### config.mk
export PLATFORM = sky130hd
export DESIGN_NAME = usb_endpoint_stream_fifos
export DESIGN_NICKNAME = d
export VERILOG_FILES = /design/src/stream_byte_fifo.v /design/src/usb_endpoint_stream_fifos.v
export VERILOG_INCLUDE_DIRS = /design/src
export SDC_FILE = /design/constraint.sdc
export NUM_CORES = 2
export LEC_CHECK = 0
export ABC_AREA = 1
export BUFFER_PORTS_ARGS = -buffer_cell sky130_fd_sc_hd__buf_4
export CORE_MARGIN = 5
export CORE_UTILIZATION = 40
export DETAILED_ROUTE_END_ITERATION = 6
export MAX_ROUTING_LAYER = met4
export PLACE_DENSITY_LB_ADDON = 0.08
export SLEW_MARGIN = 20
export SYNTH_ARGS = -nofsm -noshare
export SYNTH_HDL_FRONTEND = slang
export SYNTH_SLANG_ARGS = --single-unit
### constraint.sdc
create_clock -name pclk -period 3.4 [get_ports pclk]
set_clock_uncertainty 0.05 [all_clocks]
set_input_delay 0.17 -clock pclk [delete_from_list [all_inputs] [get_ports pclk]]
set_output_delay 0.17 -clock pclk [all_outputs]
set_load 0.03 [all_outputs]
### src/usb_endpoint_stream_fifos_regs.vh
`ifndef USB_ENDPOINT_STREAM_FIFOS_REGS_VH
`define USB_ENDPOINT_STREAM_FIFOS_REGS_VH

// ----------------------------------------
// FIFO geometry
// ----------------------------------------
`define FIFO_DEPTH      64
`define FIFO_AW         6
`define FIFO_CW         7
`define FIFO_NCH        3

// ----------------------------------------
// Address map, byte address paddr[7:0]
// ----------------------------------------
`define REGION_TX       2'h0
`define REGION_RX       2'h1
`define REGION_MISC     2'h2
`define OFS_DATA        2'h0
`define OFS_CMD         2'h1
`define OFS_CTRL        2'h2
`define OFS_STAT        2'h3
`define MISC_WARN       4'h0
`define MISC_ISTAT      4'h1
`define MISC_IMASK      4'h2

// ----------------------------------------
// Fields and reset values
// ----------------------------------------
`define CMD_LAST_BIT    0
`define THR_RESET       7'h08
`define IMASK_RESET     6'h00
`define EV_TX_LSB       0
`define EV_RX_LSB       3

`endif

### src/stream_byte_fifo.v
`timescale 1ns/1ps
`include "usb_endpoint_stream_fifos_regs.vh"

module stream_byte_fifo #(
    parameter DEPTH = `FIFO_DEPTH,
    parameter AW    = `FIFO_AW,
    parameter CW    = `FIFO_CW
) (
    // Clock and reset
    input  wire          pclk,
    input  wire          presetn,
    input  wire          ce,
    // Fill side
    input  wire          wr_en,
    input  wire [7:0]    wr_data,
    // Drain side
    input  wire          rd_en,
    output wire [7:0]    rd_data,
    // Level
    output wire [CW-1:0] count,
    output wire          full,
    output wire          empty
);

    localparam integer  LAST_I   = DEPTH - 1;
    localparam [AW-1:0] LAST_PTR = LAST_I[AW-1:0];
    localparam [CW-1:0] DEPTH_C  = DEPTH[CW-1:0];

    reg [7:0]    mem [0:DEPTH-1];
    reg [AW-1:0] wr_ptr_reg;
    reg [AW-1:0] rd_ptr_reg;
    reg [CW-1:0] count_reg;
    reg [7:0]    last_reg;

    wire wr_ok;
    wire rd_ok;

    // ----------------------------------------
    // Level tracking
    // ----------------------------------------
    // Equal pointers alone cannot tell empty from full
    assign full    = (count_reg == DEPTH_C);
    assign empty   = (count_reg == {CW{1'b0}});
    assign count   = count_reg;
    assign wr_ok   = wr_en & ~full;
    assign rd_ok   = rd_en & ~empty;
    // Empty read repeats the byte taken last
    assign rd_data = empty ? last_reg : mem[rd_ptr_reg];

    always @(posedge pclk)
    begin
        if (ce && wr_ok)
        begin
            mem[wr_ptr_reg] <= wr_data;
        end
    end

    always @(posedge pclk or negedge presetn)
    begin
        if (!presetn)
        begin
            wr_ptr_reg <= {AW{1'b0}};
            rd_ptr_reg <= {AW{1'b0}};
            count_reg  <= {CW{1'b0}};
            last_reg   <= 8'h00;
        end
        else if (ce)
        begin
            if (wr_ok)
            begin
                wr_ptr_reg <= (wr_ptr_reg == LAST_PTR) ? {AW{1'b0}} : wr_ptr_reg + 1'b1;
            end
            if (rd_ok)
            begin
                rd_ptr_reg <= (rd_ptr_reg == LAST_PTR) ? {AW{1'b0}} : rd_ptr_reg + 1'b1;
                last_reg   <= mem[rd_ptr_reg];
            end
            if (wr_ok && !rd_ok)
            begin
                count_reg <= count_reg + 1'b1;
            end
            else if (rd_ok && !wr_ok)
            begin
                count_reg <= count_reg - 1'b1;
            end
        end
    end

endmodule

### src/usb_endpoint_stream_fifos.v
// Functional notes
// Transmit FIFOs serve endpoints 1, 3, 5
// Firmware refills transmit FIFO during long packets
// Transmit read pointer steps and wraps
// Transmit read never passes write pointer
// Empty transmit read without last flag underruns
// Transmit write pointer steps and wraps
// Write into full transmit FIFO discarded
// Transmit warning when occupancy at threshold
// Transmit status shows free bytes
// Receive FIFOs serve endpoints 2, 4, 6
// Firmware drains receive FIFO during long packets
// Receive read pointer steps, wraps, never passes
// Empty receive read repeats last byte
// Receive write pointer steps and wraps
// Store into full receive FIFO overruns
// Receive warning when space at threshold
// Receive status shows unread bytes
// Every FIFO holds 64 bytes
// Occupancy count separates empty from full
//
// The APB slave port and the register addresses were decided locally.
`timescale 1ns/1ps
`include "usb_endpoint_stream_fifos_regs.vh"

module usb_endpoint_stream_fifos #(
    parameter DEPTH = `FIFO_DEPTH,
    parameter AW    = `FIFO_AW,
    parameter CW    = `FIFO_CW,
    parameter NCH   = `FIFO_NCH
) (
    // Clock, reset, enable
    input  wire             pclk,
    input  wire             presetn,
    input  wire             ce,
    // APB slave
    input  wire             psel,
    input  wire             penable,
    input  wire             pwrite,
    input  wire [7:0]       paddr,
    input  wire [31:0]      pwdata,
    output reg  [31:0]      prdata,
    output reg              pready,
    output reg              pslverr,
    // Endpoint controller, transmit side
    input  wire [NCH-1:0]   ep_tx_rd,
    output reg  [8*NCH-1:0] ep_tx_data,
    output reg  [NCH-1:0]   ep_tx_avail,
    // Endpoint controller, receive side
    input  wire [NCH-1:0]   ep_rx_wr,
    input  wire [8*NCH-1:0] ep_rx_wdata,
    output reg  [NCH-1:0]   ep_rx_space,
    // Interrupt
    output reg              irq
);

    localparam [CW-1:0] DEPTH_C = DEPTH[CW-1:0];

    // ----------------------------------------
    // Address decode
    // ----------------------------------------
    function mapped;
        input [7:0] a;
        begin
            if (a[1:0] != 2'h0)
            begin
                mapped = 1'b0;
            end
            else if (a[7:6] == `REGION_TX)
            begin
                mapped = (a[5:4] < NCH);
            end
            else if (a[7:6] == `REGION_RX)
            begin
                mapped = (a[5:4] < NCH) && (a[3:2] != `OFS_CMD);
            end
            else if (a[7:6] == `REGION_MISC)
            begin
                mapped = (a[5:2] == `MISC_WARN) || (a[5:2] == `MISC_ISTAT) ||
                         (a[5:2] == `MISC_IMASK);
            end
            else
            begin
                mapped = 1'b0;
            end
        end
    endfunction

    wire       hit;
    wire       access;
    wire       wr_acc;
    wire       rd_acc;
    wire [1:0] region;
    wire [1:0] chan;
    wire [1:0] sub;
    wire [3:0] misc;

    assign hit    = mapped(paddr);
    assign access = psel & penable & pready;
    assign wr_acc = access & pwrite & hit;
    assign rd_acc = access & ~pwrite & hit;
    assign region = paddr[7:6];
    assign chan   = paddr[5:4];
    assign sub    = paddr[3:2];
    assign misc   = paddr[5:2];

    // ----------------------------------------
    // Software registers
    // ----------------------------------------
    reg [NCH-1:0]    tx_command_reg;
    reg [CW*NCH-1:0] tx_control_reg;
    reg [CW*NCH-1:0] rx_control_reg;
    reg [2*NCH-1:0]  int_status_reg;
    reg [2*NCH-1:0]  int_mask_reg;
    reg [2*NCH-1:0]  fifo_warning_reg;

    // ----------------------------------------
    // FIFO channels
    // ----------------------------------------
    wire [CW*NCH-1:0] tx_occupancy;
    wire [CW*NCH-1:0] tx_free_bytes;
    wire [8*NCH-1:0]  tx_head;
    wire [NCH-1:0]    tx_empty;
    wire [NCH-1:0]    tx_full;
    wire [NCH-1:0]    tx_fw_wr;
    wire [NCH-1:0]    tx_pop;
    wire [NCH-1:0]    tx_underrun;
    wire [NCH-1:0]    tx_warn;
    wire [CW*NCH-1:0] rx_unread_bytes;
    wire [CW*NCH-1:0] rx_space_left;
    wire [8*NCH-1:0]  rx_head;
    wire [NCH-1:0]    rx_empty;
    wire [NCH-1:0]    rx_full;
    wire [NCH-1:0]    rx_fw_rd;
    wire [NCH-1:0]    rx_overrun;
    wire [NCH-1:0]    rx_warn;

    genvar i;
    generate
        for (i = 0; i < NCH; i = i + 1)
        begin : g_ch
            // Transmit channel i serves endpoint 2*i+1
            assign tx_fw_wr[i] = wr_acc && (region == `REGION_TX) &&
                                 (chan == i) && (sub == `OFS_DATA);
            assign tx_pop[i]   = ep_tx_rd[i] & ~tx_empty[i];
            // A read past the end of a final chunk is not an error
            assign tx_underrun[i] = ep_tx_rd[i] & tx_empty[i] &
                                    ~tx_command_reg[i];
            assign tx_free_bytes[CW*i +: CW] = DEPTH_C - tx_occupancy[CW*i +: CW];
            assign tx_warn[i] = (tx_occupancy[CW*i +: CW] <=
                                 tx_control_reg[CW*i +: CW]);

            stream_byte_fifo #(
                .DEPTH (DEPTH),
                .AW    (AW),
                .CW    (CW)
            ) u_tx (
                .pclk    (pclk),
                .presetn (presetn),
                .ce      (ce),
                .wr_en   (tx_fw_wr[i]),
                .wr_data (pwdata[7:0]),
                .rd_en   (tx_pop[i]),
                .rd_data (tx_head[8*i +: 8]),
                .count   (tx_occupancy[CW*i +: CW]),
                .full    (tx_full[i]),
                .empty   (tx_empty[i])
            );

            // Receive channel i serves endpoint 2*i+2
            assign rx_fw_rd[i] = rd_acc && (region == `REGION_RX) &&
                                 (chan == i) && (sub == `OFS_DATA);
            // Dropped byte on overrun; stored data stays intact
            assign rx_overrun[i] = ep_rx_wr[i] & rx_full[i];
            assign rx_space_left[CW*i +: CW] = DEPTH_C - rx_unread_bytes[CW*i +: CW];
            assign rx_warn[i] = (rx_space_left[CW*i +: CW] <=
                                 rx_control_reg[CW*i +: CW]);

            stream_byte_fifo #(
                .DEPTH (DEPTH),
                .AW    (AW),
                .CW    (CW)
            ) u_rx (
                .pclk    (pclk),
                .presetn (presetn),
                .ce      (ce),
                .wr_en   (ep_rx_wr[i]),
                .wr_data (ep_rx_wdata[8*i +: 8]),
                .rd_en   (rx_fw_rd[i]),
                .rd_data (rx_head[8*i +: 8]),
                .count   (rx_unread_bytes[CW*i +: CW]),
                .full    (rx_full[i]),
                .empty   (rx_empty[i])
            );  // see R10
        end
    endgenerate

    // ----------------------------------------
    // Read data mux
    // ----------------------------------------
    reg [31:0] rdata_next;

    always @*
    begin
        rdata_next = 32'h0000_0000;
        if (!hit)
        begin
            rdata_next = 32'h0000_0000;
        end
        else if (region == `REGION_TX)
        begin
            if (sub == `OFS_CMD)
            begin
                rdata_next[`CMD_LAST_BIT] = tx_command_reg[chan];
            end
            else if (sub == `OFS_CTRL)
            begin
                rdata_next[CW-1:0] = tx_control_reg[CW*chan +: CW];
            end
            else if (sub == `OFS_STAT)
            begin
                rdata_next[CW-1:0] = tx_free_bytes[CW*chan +: CW];
            end
        end
        else if (region == `REGION_RX)
        begin
            if (sub == `OFS_DATA)
            begin
                rdata_next[7:0] = rx_head[8*chan +: 8];
            end
            else if (sub == `OFS_CTRL)
            begin
                rdata_next[CW-1:0] = rx_control_reg[CW*chan +: CW];
            end
            else if (sub == `OFS_STAT)
            begin
                rdata_next[CW-1:0] = rx_unread_bytes[CW*chan +: CW];
            end
        end
        else if (misc == `MISC_WARN)
        begin
            rdata_next[2*NCH-1:0] = fifo_warning_reg;
        end
        else if (misc == `MISC_ISTAT)
        begin
            rdata_next[2*NCH-1:0] = int_status_reg;
        end
        else if (misc == `MISC_IMASK)
        begin
            rdata_next[2*NCH-1:0] = int_mask_reg;
        end
    end

    // ----------------------------------------
    // APB response
    // ----------------------------------------
    // Data is sampled in the setup cycle; the pop waits for completion
    always @(posedge pclk or negedge presetn)
    begin
        if (!presetn)
        begin
            pready  <= 1'b0;
            pslverr <= 1'b0;
            prdata  <= 32'h0000_0000;
        end
        else if (ce)
        begin
            pready  <= psel & ~penable;
            pslverr <= psel & ~penable & ~mapped(paddr);
            if (psel && !penable && !pwrite)
            begin
                prdata <= rdata_next;
            end
        end
    end

    // ----------------------------------------
    // Register writes and events
    // ----------------------------------------
    wire [2*NCH-1:0] events;
    wire [2*NCH-1:0] w1c;
    wire             misc_wr;
    integer          k;

    assign events  = {rx_overrun, tx_underrun};
    assign misc_wr = wr_acc && (region == `REGION_MISC);
    assign w1c     = (misc_wr && misc == `MISC_ISTAT) ? pwdata[2*NCH-1:0] : {2*NCH{1'b0}};

    always @(posedge pclk or negedge presetn)
    begin
        if (!presetn)
        begin
            tx_command_reg   <= {NCH{1'b0}};
            tx_control_reg   <= {NCH{`THR_RESET}};
            rx_control_reg   <= {NCH{`THR_RESET}};
            int_status_reg   <= {2*NCH{1'b0}};
            int_mask_reg     <= `IMASK_RESET;
            fifo_warning_reg <= {2*NCH{1'b0}};
        end
        else if (ce)
        begin
            for (k = 0; k < NCH; k = k + 1)
            begin
                if (wr_acc && region == `REGION_TX && chan == k && sub == `OFS_CMD)
                begin
                    tx_command_reg[k] <= pwdata[`CMD_LAST_BIT];
                end
                if (wr_acc && region == `REGION_TX && chan == k && sub == `OFS_CTRL)
                begin
                    tx_control_reg[CW*k +: CW] <= pwdata[CW-1:0];
                end
                if (wr_acc && region == `REGION_RX && chan == k && sub == `OFS_CTRL)
                begin
                    rx_control_reg[CW*k +: CW] <= pwdata[CW-1:0];
                end
            end
            if (misc_wr && misc == `MISC_IMASK)
            begin
                int_mask_reg <= pwdata[2*NCH-1:0];
            end
            // A new event outweighs a clear in the same cycle
            int_status_reg   <= (int_status_reg & ~w1c) | events;  // see R5
            fifo_warning_reg <= {rx_warn, tx_warn};  // see R8
        end
    end

    // ----------------------------------------
    // Endpoint side outputs
    // ----------------------------------------
    integer m;

    always @(posedge pclk or negedge presetn)
    begin
        if (!presetn)
        begin
            ep_tx_data  <= {8*NCH{1'b0}};
            ep_tx_avail <= {NCH{1'b0}};
            ep_rx_space <= {NCH{1'b0}};
            irq         <= 1'b0;
        end
        else if (ce)
        begin
            for (m = 0; m < NCH; m = m + 1)
            begin
                if (tx_pop[m])
                begin
                    ep_tx_data[8*m +: 8] <= tx_head[8*m +: 8];
                end
            end
            // Flags lag the FIFO by a cycle; callers must tolerate one extra
            ep_tx_avail <= ~tx_empty;
            ep_rx_space <= ~rx_full;
            irq         <= |(((int_status_reg & ~w1c) | events) & int_mask_reg);
        end
    end

endmodule

==> results.md <==
| Group | Metric | Reported |
|---|---|---|
| timing | RSZ-0062 raised after global routing | yes |
| grt | Total track usage | 22.2% |
| placed design | Placed instance count | 16,000 |
| job | Max-cap violations | 0 |
| yosys | Top area cells in the synthesized netlist | edfxtp_1 (68%), nor2_1 (5.7%), o21ai_0 (5.6%) |
| hold path | Classification of the worst-slack hold path | in2reg |
| placed design | Pre-CTS worst setup slack | 0.0541 ns |
| worst setup path | Type of the setup path with the least slack | reg2reg |
| worst setup path | Slack of the worst reg-to-reg path | 0.22 ns |
| worst setup path | Kind of start point of the critical path | flop |
| grt | Number of global-route vias before repair | 88,900 |
| yosys | Cell area after technology mapping | 0.137 sq mm |
| clock network | Bufs on Longest Clock Path | 4 |
| layout | Non-filler cells, final | 16,800 |
| worst setup path | CP Max Fanout | 6 |
| grt | GR Overflow Total | 0 |
| layout | Share of post-route cells with drive strength above 1 | 12.6% |
| die | Core area | 0.340 sq mm |
| detailed routing | Avg Vias per Cell | 5.38 |
| timing | Max-slew violation count | 0 |
| clock network | Clk pin slew, worst setup/hold paths | 0.06 ns |
| detailed routing | TritonRoute pass-1 iters | 5 |
| power | Total design power | 108 mW |
| grt | Maximum number of pins on one net before global-route repair | 143 |
| power | Power per cell area | 676 mW/mm^2 |
| yosys | Leading area contributor after synthesis | edfxtp_1 |
| layout | Syn-to-layout area delta | 17.0% |
| clock network | CTS tree | done |
| hold path | Hold path depth | 7 |
| timing | Final hold violation count | 0 |
| yosys | Number of library cell types mapped by synthesis | 66 |
| grt | Wire length of the first global-routing pass | 587 mm |
| power | Worst-case vdd ir drop | 504 uV |
| yosys | Mapped Avg Cell Area | 12.1 sq um |
| run status | Status | finished clean |
| timing | Final worst path period need | 3.18 ns |
| power | Lkg Pwr | 55.2 nW |
| layout | Share of the core filled with cells | 47.0% |
| placed design | RD Place Congestion | 0.876 |
| layout | Largest registers | g_ch.u_rx.mem: 1536 flops, g_ch.u_tx.mem: 1536 flops |
| timing | Crit path setup slack, layout | 0.221 ns |
| yosys | Post-Syn Instances | 11,300 |
| yosys | Fraction of registers with async set or reset after synthesis | 7.30% |
| die | Width of the chip | 594 um |
| detailed routing | Count of nets left with antenna violations after detail routing | 0 |
| worst setup path | R2R depth | 20 |
| hold path | Hold Path Origin | paddr[1] |
| die | Vert. Die Dim | 594 um |
| timing | F_max | 315 MHz |
| worst setup path | Capturing point of the worst reg2reg path | g_ch[0].u_rx.count[6] |
| placed design | PortBufs | 92 |
| detailed routing | Wirelength per Cell | 23.4 um |
| clock network | Clock network latency to the later pin of the worst-skew pair | 0.95 ns |
| yosys | Portion of synthesized cell area occupied by the leading cell type | 67.6% |
| detailed routing | Routed wire length | 392 mm |
| die | Number of rows created at floorplan | 214 |
| worst setup path | Reg-to-reg critical path startpoint | g_ch[0].u_rx.count[0] |
| worst setup path | Crit. End Element | flop |
| die | Num ports | 141 |
| die | Initial core utilization | 40.2% |
| worst setup path | Critical path arrival | 3.98 ns |
| yosys | Top flip-flop cell by instance count after synthesis | edfxtp_1 |
| worst setup path | Required time at the endpoint of the critical path | 4.20 ns |
| die | DIE AREA | 0.353 sq mm |
| timing | Share of the cycle needed by the critical path after routing | 93.5% |
| clock network | Number of buffers created by CTS | 366 |
| timing | Setup violations, final | 0 |
| detailed routing | Detailed-route via count | 90,300 |
| timing | Rel. slew slack | 35.0% |
| yosys | Count of flip-flops with a built-in enable after synthesis | 3,072 |
| yosys | Sequential element share of the synthesized area | 72.0% |
| yosys | Synthesis warning total | 0 |
| clock network | Number of H-tree levels | 5 |
| clock network | Cell chosen for the clock root | clkbuf_16 |
| detailed routing | Iter 0 DRT Violations | 7,156 |
| placed design | Half-perimeter wire length after detailed placement | 240 mm |
| hold path | End of the worst hold path | pslverr |
| layout | Final Net Count | 12,100 |
| yosys | Number of register bits inferred by synthesis | 3,314 |
| clock network | Clock sink total | 3,314 |
| detailed routing | Number of remaining DRC errors | 0 |
| timing | Pin slew with the least headroom to its limit | 0.975 ns |
| grt | Antenna violations before repair | 14 |
==> worst max-delay path, stage by stage, from the launching register on <==
cell and delay, ns:
dfrtp_1 0.37, inv_1 0.10, ha_2 0.21, nand3_2 0.11
nor3_2 0.15, inv_1 0.09, nor2_2 0.14, nor3_2 0.07
inv_1 0.09, ha_1 0.18, inv_1 0.07, buf_4 0.16
fa_2 0.36, a31oi_2 0.21, nor2_1 0.09, nor2_1 0.09
nor2_1 0.04, nor2_1 0.12, o21ai_0 0.09, a21oi_1 0.16
xor2_1 0.15
==> power breakdown <==
group / internal (mW) / total [mW] / switching [mW] / leakage, nW
sequential: 45.5 / 46.6 / 1.08 / 30.6
clock: 23.8 / 40.2 / 16.4 / 5.95
combinational: 6.52 / 21.3 / 14.8 / 18.6
==> routing by layer <==
layer  vias to the layer above  track usage (%)  share of wire [%]
li1                      42200                -                  -
met1                     45200             30.3                 45
met2                      2278             35.5                 48
met3                       586             2.57                4.6
met4                         0             6.10                3.0
met5                         -                -                  0
==> Yosys cell counts (5+ instances only) <==
cell type / n
inv_1: 346
clkinv_1: 28
o21ai_0: 1528
a21oi_1: 237
nand2_2: 6
xnor2_1: 7
nand3_4: 13
fa_1: 6
ha_1: 99
clkbuf_1: 435
nand2_4: 5
o2111ai_1: 12
o221ai_1: 157
edfxtp_1: 3072
inv_2: 16
nor3_1: 62
nand4_1: 69
o31ai_1: 6
xor2_1: 48
o21ai_1: 11
a211oi_1: 21
buf_1: 11
o211ai_1: 150
mux2i_1: 11
a31oi_1: 66
a32o_1: 11
dfstp_2: 6
a22oi_1: 10
nor2_2: 10
a221oi_1: 18
dfrtp_1: 236
nand3_1: 411
buf_2: 195
nand2_1: 1406
buf_6: 7
a21boi_0: 7
nor2_1: 2066
buf_4: 35
o22ai_1: 412
==> what timing repair did <==
item	CTS	global route
setup buffers	0	6
resized for setup	0	38
hold buffers	60	0
hold endpoints to repair	2914	0
endpoints found under the setup margin	0	13
==> how the worst max path moves through the flow <==
stage,from,endpoint,slack [ns],cells past startpoint
2_1_floorplan,g_ch[0].u_rx.count[0],g_ch[0].u_rx.count[6],0.29,21
3_3_place_gp,paddr[4],g_ch[2].u_tx.count[6],-0.05,24
3_5_place_dp,g_ch[2].u_tx.count[1],g_ch[2].u_tx.count[6],0.05,17
4_1_cts,g_ch[2].u_rx.count[0],g_ch[2].u_rx.count[6],0.05,22
5_1_grt,g_ch[2].u_tx.count[1],g_ch[2].u_tx.count[6],-0.02,17
6_report,g_ch[0].u_rx.count[0],g_ch[0].u_rx.count[6],0.22,20
==> cell type report <==
class,instances,area [sq um]
Clock inverter,207,2390
Antenna cell,5,12.5
Clock buffer,470,9830
Tap cell,4536,5680
Multi-Input combinational cell,6935,34000
Fill cell,30400,180000
Inverter,392,1510
Sequential cell,3314,98400
Timing Repair Buffer,916,7980
==> cell usage in the layout, fill, tap and decap left out, drive strengths merged, types with 5 or more instances in the layout <==
cell	n
a21boi	7
a22oi	10
bufinv	43
dfstp	6
buf	851
a221oi	19
o21ai	1539
o211ai	150
clkbuf	477
o2111ai	12
nand2	1417
conb	24
mux2i	11
edfxtp	3072
a21oi	238
dlygate4sd3	58
xnor2	7
nor3	64
clkinvlp	16
xor2	48
a32o	11
ha	99
o221ai	157
nor2	2084
nand3	424
o22ai	412
nand4	69
fa	6
diode	5
dfrtp	236
a211oi	23
inv	372
a31oi	66
o31ai	6
clkinv	168
==> metrics by stage <==
stage	hold WS, ns	cell area, sq um	TNS (ns)
2_1_floorplan	-0.176	137000	0
3_3_place_gp	0.0676	147000	-0.0589
3_5_place_dp	0.0695	147000	0
4_1_cts	0.0592	160000	0
5_1_grt	0.0465	160000	-0.0349
6_report	0.0608	160000	0
==> logic make-up after synthesis <==
family / Yosys count / share of synthesized area, %
buffers and inverters: 1075 / 3.27
multiplexers: 11 / 0.0806
adder cells (fa/ha/maj): 105 / 0.995
AND/OR/NAND/NOR: 4071 / 12.1
AO/OA/AOI/OAI: 2669 / 11.2
flip-flops: 3314 / 72.0
other: 1 / 0.00275
XOR/XNOR: 55 / 0.353
Power figures use the tool's default switching activity.
